--- src/inc/spsc_pkg.sv ---
/*
 * spsc_pkg: register map, field positions, reset values and counts for the
 * serial port shift control block.
 * assumes: included before the design file; no other dependencies.
 */
`default_nettype none
package spsc_pkg;
	localparam logic [15:0] SPSC_OFF_SHIFT_CONTROL = 16'hFE84;
	localparam logic [15:0] SPSC_OFF_LINE_OUTPUT   = 16'hFE86;
	localparam logic [15:0] SPSC_OFF_LINE_INPUT    = 16'hFE88;
	localparam logic [15:0] SPSC_OFF_SHIFT_STATUS  = 16'hFE8C;

	localparam logic [7:0] SPSC_CTRL_RESET = 8'h00;
	localparam logic [7:0] SPSC_LOUT_RESET = 8'h47;

	localparam int SPSC_BIT_ENABLE   = 0;
	localparam int SPSC_BIT_TRANSMIT = 1;
	localparam int SPSC_RISE_LO      = 2;
	localparam int SPSC_DEB_LO       = 4;
	localparam int SPSC_BIT_PULLUP   = 7;

	localparam int SPSC_NCH = 4;
	// channel enable and data bit positions in the line output register
	localparam int SPSC_CLK_POS [SPSC_NCH] = '{3, 4, 5, 7};
	localparam int SPSC_DAT_POS [SPSC_NCH] = '{0, 1, 2, 6};

	localparam logic [5:0] SPSC_DEB_MAX  = 6'h20;
	localparam logic [1:0] SPSC_RISE_MAX = 2'h2;

	typedef enum logic [2:0] {
		SPSC_IDLE = 3'b001,
		SPSC_RX   = 3'b010,
		SPSC_TX   = 3'b100
	} spsc_state_t;
endpackage
`default_nettype wire

--- src/logic/spsc_top.sv ---
/*
 * spsc_top: apb slave holding the shift control, line output, line input and
 * shift status registers, plus per-channel clock debounce, strong rise drive,
 * weak pull-up control and a minimal shift mode sequencer.
 * assumes: pclk 50 mhz, line inputs synchronous to pclk, pads resolve oe/out.
 */
//
// Overview of operation
// - reset clears shift control register to zero
// - enable low keeps shifter idle, software drives lines
// - enable high runs shifter on enabled channels
// - transmit select bit picks receive or transmit
// - strong drive after rise for coded clocks
// - clock input accepted after coded stable count
// - weak pull-up on when bit set, not driving low
// - all channel enables clear resets shifter, status
`timescale 1ns/1ps
`default_nettype none
module spsc_top
	import spsc_pkg::*;
(
	input  wire logic        pclk,
	input  wire logic        presetn,
	input  wire logic        psel,
	input  wire logic        penable,
	input  wire logic        pwrite,
	input  wire logic [15:0] paddr,
	input  wire logic [31:0] pwdata,
	output logic      [31:0] prdata,
	output logic             pready,
	output logic             pslverr,
	input  wire logic [3:0]  clk_line_in,
	input  wire logic [3:0]  dat_line_in,
	output logic      [3:0]  clk_line_out,
	output logic      [3:0]  clk_line_oe,
	output logic      [3:0]  dat_line_out,
	output logic      [3:0]  dat_line_oe,
	output logic      [3:0]  clk_pullup_on,
	output logic      [3:0]  dat_pullup_on,
	output logic      [3:0]  clk_stable
);

	logic [7:0]  shift_control_reg, shift_control_next;
	logic [7:0]  line_output_reg, line_output_next;
	logic [7:0]  status_reg, status_next;
	logic [31:0] prdata_reg, prdata_next;
	logic        pready_reg, pready_next;
	logic        pslverr_reg, pslverr_next;
	spsc_state_t state_reg, state_next;

	logic       access, wr, hit, any_ch;
	logic [5:0] deb_len;
	logic [1:0] rise_len;
	logic [7:0] line_input;
	logic [3:0] ch_en, dat_ctl;

	assign access = psel & penable & ~pready_reg;
	assign wr     = access & pwrite;
	assign hit    = paddr == SPSC_OFF_SHIFT_CONTROL || paddr == SPSC_OFF_LINE_OUTPUT
		|| paddr == SPSC_OFF_LINE_INPUT || paddr == SPSC_OFF_SHIFT_STATUS;

	// decode debounce length; codes 5,6,7 saturate at 32
	always_comb begin
		unique case (shift_control_reg[SPSC_DEB_LO +: 3])
			3'h0: deb_len = 6'h01;
			3'h1: deb_len = 6'h02;
			3'h2: deb_len = 6'h04;
			3'h3: deb_len = 6'h08;
			3'h4: deb_len = 6'h10;
			default: deb_len = SPSC_DEB_MAX;
		endcase
		// code 3 acts as two clocks
		rise_len = (shift_control_reg[SPSC_RISE_LO +: 2] == 2'h3) ? SPSC_RISE_MAX
			: shift_control_reg[SPSC_RISE_LO +: 2];
	end

	// per-channel line logic
	logic [5:0] deb_cnt_reg  [SPSC_NCH];
	logic [5:0] deb_cnt_next [SPSC_NCH];
	logic [1:0] crise_reg [SPSC_NCH], crise_next [SPSC_NCH];
	logic [1:0] drise_reg [SPSC_NCH], drise_next [SPSC_NCH];
	logic [3:0] stable_reg, stable_next;
	logic [3:0] cval_reg, dval_reg, cval_next, dval_next;
	logic [3:0] c_oe_reg, c_oe_next, d_oe_reg, d_oe_next;
	logic [3:0] c_pu_reg, c_pu_next, d_pu_reg, d_pu_next;

	genvar g;
	generate
		for (g = 0; g < SPSC_NCH; g++) begin : g_ch
			assign ch_en[g]   = line_output_reg[SPSC_CLK_POS[g]];
			assign dat_ctl[g] = line_output_reg[SPSC_DAT_POS[g]];
			assign line_input[SPSC_CLK_POS[g]] = clk_line_in[g];
			assign line_input[SPSC_DAT_POS[g]] = dat_line_in[g];

			always_comb begin
				deb_cnt_next[g] = deb_cnt_reg[g];
				stable_next[g]  = stable_reg[g];
				// new level only after deb_len equal samples
				if (clk_line_in[g] == stable_reg[g]) begin
					deb_cnt_next[g] = 6'h00;
				end else if (deb_cnt_reg[g] + 6'h01 >= deb_len) begin
					stable_next[g]  = clk_line_in[g];
					deb_cnt_next[g] = 6'h00;
				end else begin
					deb_cnt_next[g] = deb_cnt_reg[g] + 6'h01;
				end
				// clock line low when channel disabled, else released
				cval_next[g] = ch_en[g];
				dval_next[g] = dat_ctl[g];
				// strong high drive after low to high transition
				crise_next[g] = (ch_en[g] & ~cval_reg[g]) ? rise_len
					: (crise_reg[g] != 2'h0 ? crise_reg[g] - 2'h1 : 2'h0);
				drise_next[g] = (dat_ctl[g] & ~dval_reg[g]) ? rise_len
					: (drise_reg[g] != 2'h0 ? drise_reg[g] - 2'h1 : 2'h0);
				c_oe_next[g] = ~ch_en[g] | (crise_next[g] != 2'h0);
				d_oe_next[g] = ~dat_ctl[g] | (drise_next[g] != 2'h0);
				c_pu_next[g] = shift_control_reg[SPSC_BIT_PULLUP] & ch_en[g];
				d_pu_next[g] = shift_control_reg[SPSC_BIT_PULLUP] & dat_ctl[g];
			end

			always_ff @(posedge pclk or negedge presetn) begin
				if (!presetn) begin
					deb_cnt_reg[g] <= 6'h00;
					crise_reg[g]   <= 2'h0;
					drise_reg[g]   <= 2'h0;
				end else begin
					deb_cnt_reg[g] <= deb_cnt_next[g];
					crise_reg[g]   <= crise_next[g];
					drise_reg[g]   <= drise_next[g];
				end
			end

		end
	endgenerate

	always_ff @(posedge pclk or negedge presetn) begin
		if (!presetn) begin
			stable_reg <= 4'hF;
			cval_reg   <= 4'h0;
			dval_reg   <= 4'hF;
			c_oe_reg   <= 4'hF;
			d_oe_reg   <= 4'h0;
			c_pu_reg   <= 4'h0;
			d_pu_reg   <= 4'h0;
		end else begin
			stable_reg <= stable_next;
			cval_reg   <= cval_next;
			dval_reg   <= dval_next;
			c_oe_reg   <= c_oe_next;
			d_oe_reg   <= d_oe_next;
			c_pu_reg   <= c_pu_next;
			d_pu_reg   <= d_pu_next;
		end
	end

	assign any_ch = |ch_en;

	// registers, apb answer and shift mode sequencer
	always_comb begin
		shift_control_next = shift_control_reg;
		line_output_next   = line_output_reg;
		status_next        = status_reg;
		state_next         = state_reg;
		prdata_next        = 32'h0000_0000;
		pready_next        = access;
		pslverr_next       = access & ~hit;
		if (wr && paddr == SPSC_OFF_SHIFT_CONTROL)
			shift_control_next = pwdata[7:0];
		if (wr && paddr == SPSC_OFF_LINE_OUTPUT)
			line_output_next = pwdata[7:0];
		if (access && !pwrite) begin
			unique case (1'b1)
				paddr == SPSC_OFF_SHIFT_CONTROL: prdata_next = {24'h0, shift_control_reg};
				paddr == SPSC_OFF_LINE_OUTPUT:   prdata_next = {24'h0, line_output_reg};
				paddr == SPSC_OFF_LINE_INPUT:    prdata_next = {24'h0, line_input};
				paddr == SPSC_OFF_SHIFT_STATUS:  prdata_next = {24'h0, status_reg};
				default:                         prdata_next = 32'h0000_0000;
			endcase
		end
		if (!shift_control_reg[SPSC_BIT_ENABLE]) begin
			state_next = SPSC_IDLE;
		end else if (!any_ch) begin
			state_next  = SPSC_IDLE;
			status_next = 8'h00;
		end else begin
			state_next = shift_control_reg[SPSC_BIT_TRANSMIT] ? SPSC_TX : SPSC_RX;
			status_next = {5'h00, 1'b0, 1'b0, ~|(stable_reg & ch_en)};
		end
		if (!shift_control_reg[SPSC_BIT_ENABLE])
			status_next = 8'h00;
	end

	always_ff @(posedge pclk or negedge presetn) begin
		if (!presetn) begin
			shift_control_reg <= SPSC_CTRL_RESET;
			line_output_reg   <= SPSC_LOUT_RESET;
			status_reg        <= 8'h00;
			state_reg         <= SPSC_IDLE;
			prdata_reg        <= 32'h0000_0000;
			pready_reg        <= 1'b0;
			pslverr_reg       <= 1'b0;
		end else begin
			shift_control_reg <= shift_control_next;
			line_output_reg   <= line_output_next;
			status_reg        <= status_next;
			state_reg         <= state_next;
			prdata_reg        <= prdata_next;
			pready_reg        <= pready_next;
			pslverr_reg       <= pslverr_next;
		end
	end

	assign prdata        = prdata_reg;
	assign pready        = pready_reg;
	assign pslverr       = pslverr_reg;
	assign clk_line_out  = cval_reg;
	assign clk_line_oe   = c_oe_reg;
	assign dat_line_out  = dval_reg;
	assign dat_line_oe   = d_oe_reg;
	assign clk_pullup_on = c_pu_reg;
	assign dat_pullup_on = d_pu_reg;
	assign clk_stable    = stable_reg;
endmodule
`default_nettype wire

--- config.mk ---
export PLATFORM = sky130hd
export DESIGN_NAME = spsc_top
export DESIGN_NICKNAME = d
export VERILOG_FILES = /design/src/inc/spsc_pkg.sv /design/src/logic/spsc_top.sv
export SDC_FILE = /design/constraint.sdc
export NUM_CORES = 1
export LEC_CHECK = 0
export ABC_AREA = 1
export BUFFER_PORTS_ARGS = -buffer_cell sky130_fd_sc_hd__buf_2
export CORE_UTILIZATION = 40
export DETAILED_ROUTE_END_ITERATION = 8
export GPL_TIMING_DRIVEN = 0
export HOLD_SLACK_MARGIN = 0.06
export REMOVE_ABC_BUFFERS = 1
export SLEW_MARGIN = 20
export SYNTH_ARGS = -nofsm -noshare
export SYNTH_HDL_FRONTEND = slang
export SYNTH_SLANG_ARGS = --single-unit
--- constraint.sdc ---
create_clock -name pclk -period 2.87 [get_ports pclk]
set_input_delay 0.574 -clock pclk [delete_from_list [all_inputs] [get_ports pclk]]
set_output_delay 0.574 -clock pclk [all_outputs]
set_load 0.01 [all_outputs]
==> impl_results.md <==
- WP data required: 3140 ps
- Fmax: 0.446 GHz
- Clk Latency, worst-skew pair: 340 ps
- CTS Buffer Depth: 2
- Nets: 724
- Crit start category: register
- TritonCTS clock tree: done
- Max reg flops: 24
- Final core occ: 47.5%
- Gr ovfl total: 0
- TNS Setup: 0 ps
- Total track usage: 17.2%
- Initial antenna violation count: 0
- Yosys top cell area share: 40.0%
- Crit Path Max Fanout: 8
- Pleak: 3.16 nW
- Die extent in x: 113 um
- IO Pins: 123
- Overall Power: 2.63 mW
- Core Footprint: 0.0120 mm2
- CTS Sinks: 95
- Worst setup margin: 627 ps
- Min Clock Period, post-route: 2240 ps
- First-pass GRT wire length: 17200 um
- # DRC: 0
- Die height: 113 um
- Top post-synthesis cells by area: dfrtp_1 40%, dfstp_2 8.5%, ha_1 7.1%
- CP arrival: 2510 ps
- Total wire length: 9910 um
- Avg Vias per Cell: 4.62
- Vias: 3638
- Starting DRT DRC Count: 169
- Seq/Total Area, Yosys: 48.5%
- Pre-antenna DRT Iters: 4
- Diode count: 0
- RSZ-0062 raised after global routing: false
- Postcts setup bufs: 0
- Largest net degree at the start of global routing: 61
- Starting density of the core: 41.2%
- GPL Wtd Cong: 0.802
- Layout cell share with drive strength beyond 1: 22.5%
- Worst slack, placed: 588 ps
- Max_cap viols: 0
- Post-CTS sizing: 0
- Worst VDD drop: 0.205 mV
- Die ar.: 0.0128 mm2
- WS Path Type: reg2reg
- Synth Register Bits: 95
- CP endpoint kind: register
- Min-Delay Path Class: in2async
- CTS root buf: clkbuf_16
- Cts bufs inserted: 9
- Port-buffer cells: 74
- Post-DP HPWL: 7630 um
- Hold Buf Count CTS: 0
- Final Cycle Share: 78.2%
- Cell taking the most area after synthesis: dfrtp_1
- H-tree Lvls: 3
- Post-Syn Area: 0.00494 mm2
- Worst-path clk slew: 70 ps
- Power Dens Cells: 462 mW/mm2
- Yosys warnings: 0
- Final setup vio count: 0
- Synth cell types: 32
- Max-slew violations: 0
- Rows: 40
- Placed insts: 771
- Synth Instances: 554
- Actual slew at the worst max-slew pin: 738 ps
- Final Non-Filler Cells: 787
- Max_slew headroom: 50.4%
- Synth-to-Final Area Change: 15.3%
- Status: complete, no violations
- Synthesized area per cell: 8.92 um2
- Clock Skew: 5.87 ps
- Vias in the first global route: 3670
- Drt wl/cell: 12.6 um
- Post-route ant nets: 0
- Final hold viol count: 0
==> final cells by class <==
class / instances / area, um2
Clock inverter: 6 / 53.8
Multi-Input combinational cell: 358 / 2060
Fill cell: 1162 / 6310
Timing Repair Buffer: 75 / 404
Clock buffer: 10 / 239
Sequential cell: 95 / 2400
Inverter: 96 / 360
Tap cell: 147 / 184
==> report_power, final <==
| group | switching [mW] | internal [mW] |
|---|---|---|
| logic | 0.0840 | 0.0366 |
| clock network | 0.535 | 0.626 |
| registers | 0.00437 | 1.35 |
==> metrics by stage <==
stage,cell area (um2),hold slack (ps)
global placement,5370,380
CTS,5700,122
global route,5700,136
floorplan,4820,278
detailed placement,5410,386
finish,5700,120
==> per-layer routing <==
metal	routed length (um)	up-vias	GRT usage, %	part of all wire [%]
li1	-	1850	-	-
met1	4640	1677	22.3	47
met2	4620	96	28.1	47
met3	411	15	3.64	4.1
met4	238	0	6.75	2.4
met5	0	-	0	0
==> synth_stat cells <==
master	count
inv_1	92
nand2_1	92
dfrtp_1	79
nor2_1	60
ha_1	28
nand3_1	26
buf_4	24
xor2_1	20
o21ai_0	19
dfstp_2	16
o21ai_2	16
o21ai_1	14
nand3b_1	9
a21oi_1	8
nand4_1	7
nand2_2	5
or2_1	5
a21o_1	4
inv_2	4
nand2b_1	4
nor2_4	4
nand2_4	3
nor2_2	3
buf_6	2
clkbuf_1	2
nor2_8	2
a211oi_1	1
conb_1	1
nor3_1	1
nor3b_1	1
o211ai_1	1
o22ai_1	1
==> critical path: stages (launching register included) <==
cell,delay [ps]
dfrtp_1,460
nor3_1,650
ha_1,360
o21ai_0,160
a21oi_1,110
nand3b_1,290
nor2_1,150
==> layout by cell type (no fill, tap or decap), types with 5 or more instances in the layout <==
cell type / synthesis / routed
or2_1: 5 / 5
nand3b_1: 9 / 9
conb_1: 1 / 24
a21oi_1: 8 / 8
clkbuf_16: 0 / 9
nand4_1: 7 / 7
nand3_1: 26 / 26
ha_1: 28 / 28
xor2_1: 20 / 20
o21ai_1: 14 / 14
dfrtp_1: 79 / 79
nand2_2: 5 / 5
buf_2: 0 / 73
dfstp_2: 16 / 16
nand2_1: 92 / 92
nor2_1: 60 / 60
o21ai_0: 19 / 19
inv_1: 92 / 92
o21ai_2: 16 / 16
==> worst paths after layout <==
check,cells past startpoint,endpoint,slack (ps),start
min reg2reg,0,dat_line_out[3],390,line_output_reg[6]
max,6,deb_cnt_reg[13],630,shift_control_reg[5]
min in group pclk,0,dat_line_out[3],390,line_output_reg[6]
max reg2reg,6,deb_cnt_reg[13],630,shift_control_reg[5]
min,1,deb_cnt_reg[11],120,presetn
max in group asynchronous,2,clk_line_oe[3],2100,presetn
==> cells by family (layout without fill, tap and decap cells) <==
| kind of cell | Yosys count | after routing | share of synthesized area [%] |
|---|---|---|---|
| AND/OR/NAND/NOR | 222 | 222 | 21.2 |
| buffers and inverters | 124 | 187 | 11.5 |
| flip-flops | 95 | 95 | 48.5 |
| AO/OA/AOI/OAI | 64 | 64 | 8.02 |
| adder cells (fa/ha/maj) | 28 | 28 | 7.09 |
| XOR/XNOR | 20 | 20 | 3.54 |
| other | 1 | 24 | 0.0759 |
(Power assumes the default switching activity.)
